`src/common/epx_pkg.sv`:
```
// constants, register map and types of the encoder preset/speed exchange
package epx_pkg;
   // data widths
   localparam int POS_W = 32;
   localparam int SPD_W = 16;
   localparam int WORD_W = 32;
   localparam int ADDR_W = 8;
   // configuration codes
   localparam logic [7:0] CFG_C1_16 = 8'hd0;
   localparam logic [7:0] CFG_C1_32 = 8'hd1;
   localparam logic [7:0] CFG_C1_64 = 8'hd3;
   localparam logic [7:0] CFG_C2_16 = 8'hf0;
   localparam logic [7:0] CFG_C2_32 = 8'hf1;
   localparam logic [7:0] CFG_C2_64 = 8'hf3;
   // preset control and value positions
   localparam int CTL16_BIT = 15;
   localparam int CTL32_BIT = 31;
   localparam int CTL64_HI_BIT = 31;
   localparam int PV16_W = 15;
   localparam int PV32_W = 31;
   // configuration register fields
   localparam int CFG_CODE_LSB = 0;
   localparam int CFG_CODE_W = 8;
   localparam int CFG_SAMP_BIT = 8;
   localparam int CFG_CLASS2_BIT = 9;
   localparam int CFG_W = 10;
   localparam logic [CFG_W-1:0] CFG_RST = 10'h2f1;
   // status register bits
   localparam int STAT_ECHO_BIT = 0;
   localparam int STAT_RESTORED_BIT = 1;
   localparam int STAT_HELD_BIT = 2;
   // register byte addresses
   localparam logic [ADDR_W-1:0] A_CFG = 8'h00;
   localparam logic [ADDR_W-1:0] A_OUT_LO = 8'h04;
   localparam logic [ADDR_W-1:0] A_OUT_HI = 8'h08;
   localparam logic [ADDR_W-1:0] A_IN_LO = 8'h0c;
   localparam logic [ADDR_W-1:0] A_IN_HI = 8'h10;
   localparam logic [ADDR_W-1:0] A_OFFSET = 8'h14;
   localparam logic [ADDR_W-1:0] A_PRESET = 8'h18;
   localparam logic [ADDR_W-1:0] A_STATUS = 8'h1c;
   // sampling timing
   localparam int CLK_PERIOD_NS = 10;
   localparam int SAMPLE_BASE_NS = 1_000_000;
   localparam int SAMPLE_SLOW_MUL = 10;
   localparam int SAMPLE_BASE_CYC = SAMPLE_BASE_NS / CLK_PERIOD_NS;
   // speed and acceleration arithmetic
   localparam int SPEED_Q_BITS = 14;
   localparam int AVG_DEPTH = 8;
   localparam int AVG_SHIFT = 3;
   localparam int ACC_DEPTH = 5;
   localparam int ACC_GROW = 3;
   // bus encodings
   localparam int HTRANS_ACT_BIT = 1;
   localparam logic HRESP_OKAY = 1'b0;
   // cyclic data format
   typedef enum logic [1:0] {EPX_FMT_16, EPX_FMT_32, EPX_FMT_64} epx_fmt_e;
endpackage : epx_pkg

```
`src/hdl/epx_core.sv`:
```
// preset, position, speed and acceleration exchange of the shaft encoder
// Contract
// preset sets offset; position reports preset
// preset applies on scaled position steps
// 32-bit: bit 31 controls, bits 30:0 value
// 16-bit: bit 15 controls, bits 14:0 value
// 64-bit: bit 63 controls, low bits value
// master clears control after echo seen
// last received preset kept as default
// offset readable, restored after restart
// master presets only at standstill
// master sends scaling before any preset
// D1h/F1h: 32-bit position, 32-bit preset
// D0h/F0h: 16-bit position, 16-bit preset
// D3h/F3h: position, speed, acceleration words
// master enables class 2 before D3h/F3h
// position sent most significant octet first
// speed scaled by 2^14/60000 and T; code scales the step per sample period by 2^14/2^RES_BITS only
// speed two's complement, sign is direction
// speed is mean of last eight samples
// acceleration sums five-sample speed differences
// sampling every 1 ms or 10 ms
// capture once per new preset value
//
// Register access over AHB-Lite and the address map are this design's own decisions.
`timescale 1ns/100ps
module epx_core
   import epx_pkg::*;
#(
   parameter int RES_BITS = 12,
   parameter int SAMPLE_CYC = SAMPLE_BASE_CYC
) (
   // clock, reset, enable
   input wire logic hclk,
   input wire logic hresetn,
   input wire logic ce,
   // ahb-lite slave
   input wire logic hsel,
   input wire logic [31:0] haddr,
   input wire logic [1:0] htrans,
   input wire logic hwrite,
   input wire logic [2:0] hsize,
   input wire logic [31:0] hwdata,
   input wire logic hready,
   output logic hreadyout,
   output logic hresp,
   output logic [31:0] hrdata,
   // scaled position and stored offset
   input wire logic [POS_W-1:0] pos_raw,
   input wire logic [POS_W-1:0] nv_offset,
   // cyclic input data and offset store
   output logic [2*WORD_W-1:0] in_data,
   output logic [POS_W-1:0] offset_out,
   output logic offset_store
);

   epx_fmt_e fmt;
   logic out_en, ctl, capture, tick, take;
   logic [POS_W-1:0] pval;
   logic [CFG_W-1:0] cfg_q;
   logic [WORD_W-1:0] out_lo_q, out_hi_q;
   logic [POS_W-1:0] offset_q, pos_q, pos_raw_q, preset_def_q, pval_seen_q;
   logic restored_q, ctl_seen_q, primed_q, tick1_q, tick2_q, store_q;
   logic [31:0] cnt_q, limit;
   logic wr_pend_q;
   logic [ADDR_W-1:0] waddr_q;
   logic [31:0] hrdata_q, rd_val;
   logic [2*WORD_W-1:0] in_q, in_next;
   logic signed [POS_W-1:0] diff;
   logic signed [POS_W+SPEED_Q_BITS-1:0] spd_ext, spd_wide;
   logic [SPD_W-1:0] spd_raw, speed_q, accel_q, avg;
   logic [AVG_DEPTH-1:0][SPD_W-1:0] hist_q;
   logic [ACC_DEPTH-1:0][SPD_W-1:0] acc_h_q;
   logic signed [SPD_W+AVG_SHIFT-1:0] avg_sum;
   logic signed [SPD_W+ACC_GROW-1:0] acc_sum;

   // format from configuration code
   always_comb begin
      unique case (cfg_q[CFG_CODE_LSB +: CFG_CODE_W])
         CFG_C1_16, CFG_C2_16: fmt = EPX_FMT_16;
         CFG_C1_64, CFG_C2_64: fmt = EPX_FMT_64;
         default: fmt = EPX_FMT_32;
      endcase
   end

   // output words only in F codes
   assign out_en = (cfg_q[CFG_CODE_LSB +: CFG_CODE_W] == CFG_C2_16) ||
                   (cfg_q[CFG_CODE_LSB +: CFG_CODE_W] == CFG_C2_32) ||
                   (cfg_q[CFG_CODE_LSB +: CFG_CODE_W] == CFG_C2_64);

   // control bit and preset value
   always_comb begin
      unique case (fmt)
         EPX_FMT_16: begin
            ctl = out_lo_q[CTL16_BIT];
            pval = POS_W'(out_lo_q[PV16_W-1:0]);
         end
         EPX_FMT_64: begin
            ctl = out_hi_q[CTL64_HI_BIT];
            pval = out_lo_q;
         end
         default: begin
            ctl = out_lo_q[CTL32_BIT];
            pval = POS_W'(out_lo_q[PV32_W-1:0]);
         end
      endcase
   end

   // capture on first sight or changed value
   assign capture = ce && restored_q && out_en && ctl &&
                    (!ctl_seen_q || (pval != pval_seen_q));

   // sample period 1 ms or 10 ms
   assign limit = cfg_q[CFG_SAMP_BIT] ? 32'(SAMPLE_CYC * SAMPLE_SLOW_MUL)
                                      : 32'(SAMPLE_CYC);
   assign tick = ce && (cnt_q >= limit - 32'h1);

   always_ff @(posedge hclk or negedge hresetn) begin
      if (!hresetn) begin
         cnt_q <= 32'h0;
      end else if (ce) begin
         cnt_q <= tick ? 32'h0 : cnt_q + 32'h1;
      end
   end

   // ahb-lite address phase
   assign take = ce && hsel && hready && htrans[HTRANS_ACT_BIT];
   assign hreadyout = ce;
   assign hresp = HRESP_OKAY;
   assign hrdata = hrdata_q;

   always_comb begin
      unique case (haddr[ADDR_W-1:0])
         A_CFG: rd_val = 32'(cfg_q);
         A_OUT_LO: rd_val = out_lo_q;
         A_OUT_HI: rd_val = out_hi_q;
         A_IN_LO: rd_val = in_q[WORD_W-1:0];
         A_IN_HI: rd_val = in_q[2*WORD_W-1:WORD_W];
         // offset readable
         A_OFFSET: rd_val = offset_q;
         A_PRESET: rd_val = preset_def_q;
         A_STATUS: rd_val = 32'({ctl_seen_q, restored_q,
                                 ctl && (pos_q == preset_def_q)});
         default: rd_val = 32'h0;
      endcase
   end

   always_ff @(posedge hclk or negedge hresetn) begin
      if (!hresetn) begin
         wr_pend_q <= 1'b0;
         waddr_q <= '0;
         hrdata_q <= 32'h0;
      end else if (ce) begin
         wr_pend_q <= take && hwrite;
         if (take) begin
            waddr_q <= haddr[ADDR_W-1:0];
         end
         if (take && !hwrite) begin
            hrdata_q <= rd_val;
         end
      end
   end

   // ahb-lite data phase writes
   always_ff @(posedge hclk or negedge hresetn) begin
      if (!hresetn) begin
         cfg_q <= CFG_RST;
         out_lo_q <= 32'h0;
         out_hi_q <= 32'h0;
      end else if (ce && wr_pend_q) begin
         unique case (waddr_q)
            A_CFG: cfg_q <= hwdata[CFG_W-1:0];
            A_OUT_LO: out_lo_q <= hwdata;
            A_OUT_HI: out_hi_q <= hwdata;
            default: ;
         endcase
      end
   end

   // preset, offset and reported position
   always_ff @(posedge hclk or negedge hresetn) begin
      if (!hresetn) begin
         restored_q <= 1'b0;
         offset_q <= '0;
         pos_q <= '0;
         preset_def_q <= '0;
         pval_seen_q <= '0;
         ctl_seen_q <= 1'b0;
         store_q <= 1'b0;
      end else if (ce) begin
         store_q <= capture;
         if (!restored_q) begin
            restored_q <= 1'b1;
            offset_q <= nv_offset;
         end else if (capture) begin
            offset_q <= pval - pos_raw_q;
            pos_q <= pval;
            preset_def_q <= pval;
            pval_seen_q <= pval;
            ctl_seen_q <= 1'b1;
         end else begin
            if (!ctl) begin
               ctl_seen_q <= 1'b0;
            end
            if (tick) begin
               pos_q <= pos_raw + offset_q;
            end
         end
      end
   end

   assign offset_out = offset_q;
   assign offset_store = store_q;

   // signed step per period to 2^14 units
   assign diff = $signed(pos_raw - pos_raw_q);
   assign spd_ext = $signed({{SPEED_Q_BITS{diff[POS_W-1]}}, diff});
   assign spd_wide = (spd_ext <<< SPEED_Q_BITS) >>> RES_BITS;
   assign spd_raw = spd_wide[SPD_W-1:0];

   // mean of last eight samples
   always_comb begin
      avg_sum = '0;
      for (int i = 0; i < AVG_DEPTH; i++) begin
         avg_sum = avg_sum +
            $signed({{AVG_SHIFT{hist_q[i][SPD_W-1]}}, hist_q[i]});
      end
   end
   assign avg = SPD_W'(avg_sum >>> AVG_SHIFT);

   // sum of differences of five speeds
   always_comb begin
      acc_sum = '0;
      for (int i = 0; i < ACC_DEPTH - 1; i++) begin
         acc_sum = acc_sum +
            $signed({{ACC_GROW{acc_h_q[i][SPD_W-1]}}, acc_h_q[i]}) -
            $signed({{ACC_GROW{acc_h_q[i+1][SPD_W-1]}}, acc_h_q[i+1]});
      end
   end

   // sampling pipeline
   always_ff @(posedge hclk or negedge hresetn) begin
      if (!hresetn) begin
         pos_raw_q <= '0;
         primed_q <= 1'b0;
         tick1_q <= 1'b0;
         tick2_q <= 1'b0;
         hist_q <= '0;
         acc_h_q <= '0;
         speed_q <= '0;
         accel_q <= '0;
      end else if (ce) begin
         tick1_q <= tick;
         tick2_q <= tick1_q;
         if (tick) begin
            pos_raw_q <= pos_raw;
            primed_q <= 1'b1;
            if (primed_q) begin
               hist_q <= {hist_q[AVG_DEPTH-2:0], spd_raw};
            end
         end
         if (tick1_q) begin
            speed_q <= avg;
            acc_h_q <= {acc_h_q[ACC_DEPTH-2:0], avg};
         end
         if (tick2_q) begin
            accel_q <= SPD_W'(acc_sum);
         end
      end
   end

   // cyclic input words, msb octet first
   always_comb begin
      unique case (fmt)
         EPX_FMT_16: in_next = (2*WORD_W)'(pos_q[SPD_W-1:0]);
         EPX_FMT_64: in_next = {pos_q, speed_q, accel_q};
         default: in_next = (2*WORD_W)'(pos_q);
      endcase
   end

   always_ff @(posedge hclk or negedge hresetn) begin
      if (!hresetn) begin
         in_q <= '0;
      end else if (ce) begin
         in_q <= in_next;
      end
   end

   assign in_data = in_q;

   preset_offset_a:
   assert property (@(posedge hclk) disable iff (!hresetn)
      capture |=> (offset_q == $past(pval) - $past(pos_raw_q)) &&
                  (pos_q == $past(pval)))
      else $error("offset not derived from preset");

   ctl32_a:
   assert property (@(posedge hclk) disable iff (!hresetn)
      (capture && fmt == EPX_FMT_32) |->
         out_lo_q[CTL32_BIT] && pval[POS_W-1] == 1'b0)
      else $error("32-bit preset taken without bit 31");

   ctl16_a:
   assert property (@(posedge hclk) disable iff (!hresetn)
      (capture && fmt == EPX_FMT_16) |->
         out_lo_q[CTL16_BIT] && pval[POS_W-1:PV16_W] == '0)
      else $error("16-bit preset taken without bit 15");

   ctl64_a:
   assert property (@(posedge hclk) disable iff (!hresetn)
      (capture && fmt == EPX_FMT_64) |-> out_hi_q[CTL64_HI_BIT])
      else $error("64-bit preset taken without bit 63");

   preset_default_a:
   assert property (@(posedge hclk) disable iff (!hresetn)
      capture |=> ##1 (preset_def_q == $past(pval, 2)) || !ce)
      else $error("default preset not kept");

   offset_restore_a:
   assert property (@(posedge hclk) disable iff (!hresetn)
      (ce && !restored_q) |=> restored_q && offset_q == $past(nv_offset))
      else $error("offset not restored after reset");

   msb_first_a:
   assert property (@(posedge hclk) disable iff (!hresetn)
      (ce && fmt == EPX_FMT_32 && $stable(fmt)) |=>
         in_data[WORD_W-1:WORD_W-8] == $past(pos_q[POS_W-1:POS_W-8]))
      else $error("position octet order wrong");

   speed_avg_a:
   assert property (@(posedge hclk) disable iff (!hresetn)
      (ce && tick1_q) |=> speed_q == $past(avg))
      else $error("speed is not the eight-sample mean");

   accel_sum_a:
   assert property (@(posedge hclk) disable iff (!hresetn)
      (ce && tick2_q) |=> accel_q == $past(SPD_W'(acc_sum)))
      else $error("acceleration not the summed differences");

   sample_gap_a:
   assert property (@(posedge hclk) disable iff (!hresetn)
      (ce && cnt_q < limit - 32'h1) |-> !tick)
      else $error("sample taken before period ends");

   capture_once_a:
   assert property (@(posedge hclk) disable iff (!hresetn)
      capture |=> !(capture && $stable(pval)))
      else $error("preset captured twice for one value");

endmodule : epx_core

```
`config.mk`:
```
export PLATFORM = sky130hd
export DESIGN_NAME = epx_core
export DESIGN_NICKNAME = d
export VERILOG_FILES = /design/src/common/epx_pkg.sv /design/src/hdl/epx_core.sv
export SDC_FILE = /design/constraint.sdc
export NUM_CORES = 2
export LEC_CHECK = 0
export BUFFER_PORTS_ARGS = -buffer_cell sky130_fd_sc_hd__buf_2
export CAP_MARGIN = 30
export CORE_MARGIN = 1
export CORE_UTILIZATION = 40
export CTS_CLUSTER_DIAMETER = 100
export DETAILED_ROUTE_END_ITERATION = 6
export GPL_ROUTABILITY_DRIVEN = 0
export PLACE_DENSITY = 0.58
export RECOVER_POWER = 50
export SLEW_MARGIN = 20
export SYNTH_ARGS = -nofsm -noshare
export SYNTH_HDL_FRONTEND = slang
export SYNTH_SLANG_ARGS = --single-unit
```
`constraint.sdc`:
```
create_clock -name hclk -period 12.5 [get_ports hclk]
set_clock_uncertainty 0.05 [all_clocks]
set_input_delay 0.625 -clock hclk [delete_from_list [all_inputs] [get_ports hclk]]
set_output_delay 0.625 -clock hclk [all_outputs]
set_load 0.02 [all_outputs]
```
# Word level (Yosys, flattened, before mapping)
# Cells that the tools add are included.
totals:
  in_bits: 139
  out_inout_bits: 131
  reg_bits: 553
classes:
  n_mux: 13
  reduce_logical: 36
  addsub: 19
  magnitude_cmp: 1
  n_eq_ne: 19
op_table:
  columns: ["op", "count"]
  rows:
  - ["32-bit one-hot mux with 8 select lines", 1]
  - ["32-bit 2-to-1 mux", 5]
  - ["64-bit one-hot mux with 2 select lines", 1]
  - ["19-bit by 16-bit adder with 19-bit output", 4]
  - ["32-bit one-hot mux with 2 select lines", 1]
  - ["16-bit subtractor", 4]
  - ["16-bit adder", 3]
  - ["8-bit == test, second input constant", 5]
  - ["32-bit by 1-bit adder with 32-bit output, second input constant", 1]
  - ["32-bit adder", 1]
  - ["32-bit == test", 1]
  - ["8-bit by 5-bit == test with 1-bit output, second input constant", 4]
  - ["32-bit greater-or-equal comparator", 1]
  - ["32-bit inequality test", 1]
  - ["32-bit subtractor", 1]
  - ["8-bit by 4-bit == test with 1-bit output, second input constant", 3]
  - ["20-bit by 1-bit subtractor with 21-bit output, second input constant", 1]
  - ["20-bit 2-to-1 mux", 1]
  - ["18-bit by 16-bit adder with 19-bit output", 1]
  - ["17-bit by 16-bit adder with 18-bit output", 1]
  - ["2-bit AND reduction", 9]
  - ["16-bit by 16-bit adder with 17-bit output", 1]
  - ["8-bit by 3-bit == test with 1-bit output, second input constant", 2]
  - ["8-bit zero test", 2]
  - ["other kinds (14)", 33]

# Longest topological paths before layout
logic_depth:
  word_depth: 10
  depth_mapped: 20
  depth_no_buf: 20

# Worst setup path before layout
# No wires, ideal clock.
synth_timing:
  kind: "register -> register"
  start: "register hist_q[5] (netlist bit)"
  end: "register acc_h_q[14] (netlist bit)"
  stages_incl_launch_ff: 19
  path_slack_ns: 7.463
  period_less_slack_ns: 5.037
  t_arrival_ns: 4.854
  path_cell_list: "dfrtp_1 > inv_1 > fa_1 > inv_1 > fa_1 > fa_1 > inv_1 > fa_1 > inv_1 > ha_1 > a21o_1 > a21oi_1 > o21ai_0 > a2111oi_0 > o31ai_1 > or4_1 > a31oi_1 > xnor2_1 > o21ai_0"
synth_between:
  elab_chain_len: 7
synth_lines:
  columns: ["element", "line_no", "rtl"]
  rows:
  - ["start, declared", "epx_core.sv:72", "logic [AVG_DEPTH-1:0][SPD_W-1:0] hist_q;"]
  - ["start signal, assigned", "epx_core.sv:259", "hist_q <= {hist_q[AVG_DEPTH-2:0], spd_raw};"]
  - ["16-bit by 16-bit adder with 17-bit output", "epx_core.sv:225", "avg_sum = avg_sum +"]
  - ["17-bit by 16-bit adder with 18-bit output", "epx_core.sv:225", null]
  - ["18-bit by 16-bit adder with 19-bit output", "epx_core.sv:225", null]
  - ["19-bit by 16-bit adder with 19-bit output (4 in a row)", "epx_core.sv:225", null]
  - ["end signal, assigned", "epx_core.sv:264", "acc_h_q <= {acc_h_q[ACC_DEPTH-2:0], avg};"]
  - ["end, declared", "epx_core.sv:73", "logic [ACC_DEPTH-1:0][SPD_W-1:0] acc_h_q;"]
# Every way passes these cells.
# A chain may end at the register's enable or synchronous reset.

# Worst setup path in the final report
layout_timing:
  start: "input port ce"
  end: "register offset_q[20], in the netlist offset_out[20]"
layout_between:
  elab_chain_len: 6
layout_lines:
  columns: ["element", "line_no", "rtl"]
  rows:
  - ["start, declared", "epx_core.sv:36", "input wire logic ce,"]
  - ["1-bit logical AND (4 in a row)", "epx_core.sv:110", "assign capture = ce && restored_q && out_en && ctl &&"]
  - ["2-bit inequality test (no line)", null, null]
  - ["2-bit AND reduction (no line) (*)", null, null]
  - ["end signal, assigned", "epx_core.sv:194", "offset_q <= nv_offset;"]
  - ["end signal, assigned", "epx_core.sv:196", "offset_q <= pval - pos_raw_q;"]
  - ["end, declared", "epx_core.sv:62", "logic [POS_W-1:0] offset_q, pos_q, pos_raw_q, preset_def_q, pval_seen_q;"]
# Every way passes the cells marked *; elsewhere a longest branch is shown, timed or not.

==> reports/results.txt <==
unrepaired setup endpoints after global routing - false
row count - 105
pwr dens - 110 nW/um^2
routed vias - 25.7k
CTS root buf - clkbuf_16
Setup crit end - offset_out[20]
Post-Syn Instances - 3446
I/O pin total - 270
critical-path maximum fanout - 90
Leakage - 0.0174 uW
placed insts - 4633
DR WL/cell - 21.1 um
nets - 4064
Horiz. Die Dim - 290 um
worst r2r src - hist_q[5]
CTS Buf Count - 61
Buffers on Ports - 240
die height - 290 um
largest net degree at the start of global routing - 174
core area - 82100 um^2
DP Wirelength - 76400 um
Area Growth Syn to Fin - 12.6%
Remaining DRCs - 4
most numerous cell in the Yosys netlist - dfrtp_1
post-route cell area - 37400 um^2
ys async rst share - 1.00
CP startpoint kind - input port
outcome - finished, violations left
#FFs+latches synth - 553
First DRT Iteration DRCs - 2431
Clock Sinks - 553
Synth top cells by count - dfrtp_1, inv_1, nand2_1
Setup TNS - 0 ps
worst r2r path cells - 18
failing checks - design-rule violations, max-capacitance violations, max-slew violations
die area - 84200 um^2
CP startpoint - ce
Worst Hold Class - in2reg
WS Path Type - in2reg
r2r setup slk - 6910 ps
final period utilization - 0.494
clk slew on worst S/H paths - 60 ps
Max Fclk - 162 MHz
Synth Net Count - 3880
initial cell density of the core - 0.405
synth top area cells - dfrtp_1, fa_1, o21ai_0
post-synth top area cell - dfrtp_1
Skew-Pair Late Insertion Delay - 650 ps
sequential-to-total area share from yosys stat - 0.417
final slew viol count - 581
Post-synth EDFFs - 0
Tot GR Track Use - 0.241
CTS tree - done
clk buf depth - 3
Synth Flop Type - dfrtp_1
worst-margin pin slew - 5470 ps
Final Setup Violations - 0
post-synth cell types - 77
yosys warns - 0
Detailed Route WL - 101000 um
Worst Path Required - 13010 ps
total of max-cap violations - 10
Syn Area/Cell - 9.64 um^2
Placed Area - 35500 um^2
vias per cell - 5.41
number of global-route vias before repair - 25.0k
layout cell share with drive strength beyond 1 - 0.112
CP endpoint kind - flop
Rel. slew slack - -2.65
Reg2Reg Capture Point - acc_h_q[14]
Fillers - 7952
Synth top area share - 0.412
TritonRoute pass-1 iters - 7
initial antenna violation count - 13
Remaining Overflow, GRT - 0
Layout Utilization - 0.456
Final Hold Vio Count - 0
peak supply drop - 116 uV
Finished Layout Cells - 4754
CP arrival - 6680 ps
Final ANT Viol Nets - 0
htree depth - 2
Cell Area, Synth - 33200 um^2
global-route wire length before repair - 155000 um
minimum clock period - 6170 ps
post-CTS sizing - 0
timing repair:
item | CTS | global route
buffers inserted | 0 | 0
hold buffers | 1 | 0
endpoints found under the hold margin | 6 | 0
worst min-delay path by stage:
stage / endpoint / slack [ps] / from / cells after the start
finish: out_lo_q[29] / 180 / hwdata[29] / 2
global route: pos_raw_q[3] / 170 / pos_raw[3] / 3
CTS: pos_raw_q[3] / 140 / pos_raw[3] / 3
detailed placement: hrdata[4] / 410 / hrdata[4] / 1
global placement: hrdata[1] / 410 / hrdata[1] / 1
floorplan: acc_h_q[0] / 280 / hresetn / 0
routing by layer:
| metal | up-vias | share of wire | GRT usage |
|---|---|---|---|
| met5 | - | 0.00081 | 0 |
| met4 | 12 | 0.034 | 0.0793 |
| met3 | 176 | 0.086 | 0.0499 |
| met2 | 879 | 0.41 | 0.338 |
| met1 | 12600 | 0.47 | 0.366 |
| li1 | 12000 | - | - |
critical path, stage by stage:
cell,delay [ps]
clkbuf_1,1150
clkbuf_1,1240
clkbuf_1,2750
nor2b_1,450
a22oi_1,240
o31ai_1,120
per-stage QoR:
step                hold slack, ps  setup WS, ps  power (uW)
floorplan                      279          7460        2100
global placement               408          6950        2270
detailed placement             414          6990        2270
CTS                            136          6950        4160
global route                   169          5510        4270
finish                         175          6330        4120
power breakdown:
group,internal [uW],switching [uW]
logic,121,202
clock network,1090,789
registers,1840,79.2
total,3050,1070
layout make-up:
cell class                 instances  area (um^2)  share of cell area
timing repair buffer             280         1400              0.0375
tap                             1070         1340              0.0358
clock buffer                      88         1790              0.0478
sequential                       553        13800               0.370
clock inverter                    26          293             0.00782
inverter                         438         1640              0.0439
multi-input combinational       2296        17100               0.457
antenna                            3         7.51            0.000201
cell families (layout without fill, tap and decap cells):
family          count (synthesis)  in the layout  synth area share
compound gates                796            796             0.149
xor+xnor                      157            157            0.0414
fa+ha+maj                     295            295             0.152
buf+inv                       597            832            0.0695
flops                         553            553             0.417
mux                           155            155            0.0518
other cells                     1              4          0.000113
simple gates                  892            892             0.120
flip-flops by register name, indices dropped and copies added (netlist names), 8 cells and up:
signal	cells
hist_q	112
pval_seen_q	32
offset_out	32
hrdata	32
in_data	64
cfg_q	10
acc_h_q	80
out_lo_q	32
pos_q	32
out_hi_q	32
waddr_q	8
cnt_q	32
accel_q	16
pos_raw_q	32
placed cells by master, fill, tap and decap left out, types with 19 or more instances in the layout:
master	n
a211oi_1	21
a21o_1	31
a21oi_1	113
a221oi_1	26
a22o_1	19
a22oi_1	57
a31oi_1	52
buf_2	109
buf_4	24
clkbuf_1	150
clkbuf_16	61
dfrtp_1	546
fa_1	179
ha_1	116
inv_1	438
mux2_2	135
mux2i_1	19
nand2_1	426
nand3_1	71
nand4_1	23
nor2_1	187
nor3_1	43
o21ai_0	342
xnor2_1	103
xor2_1	54
(Power assumes the default switching activity.)
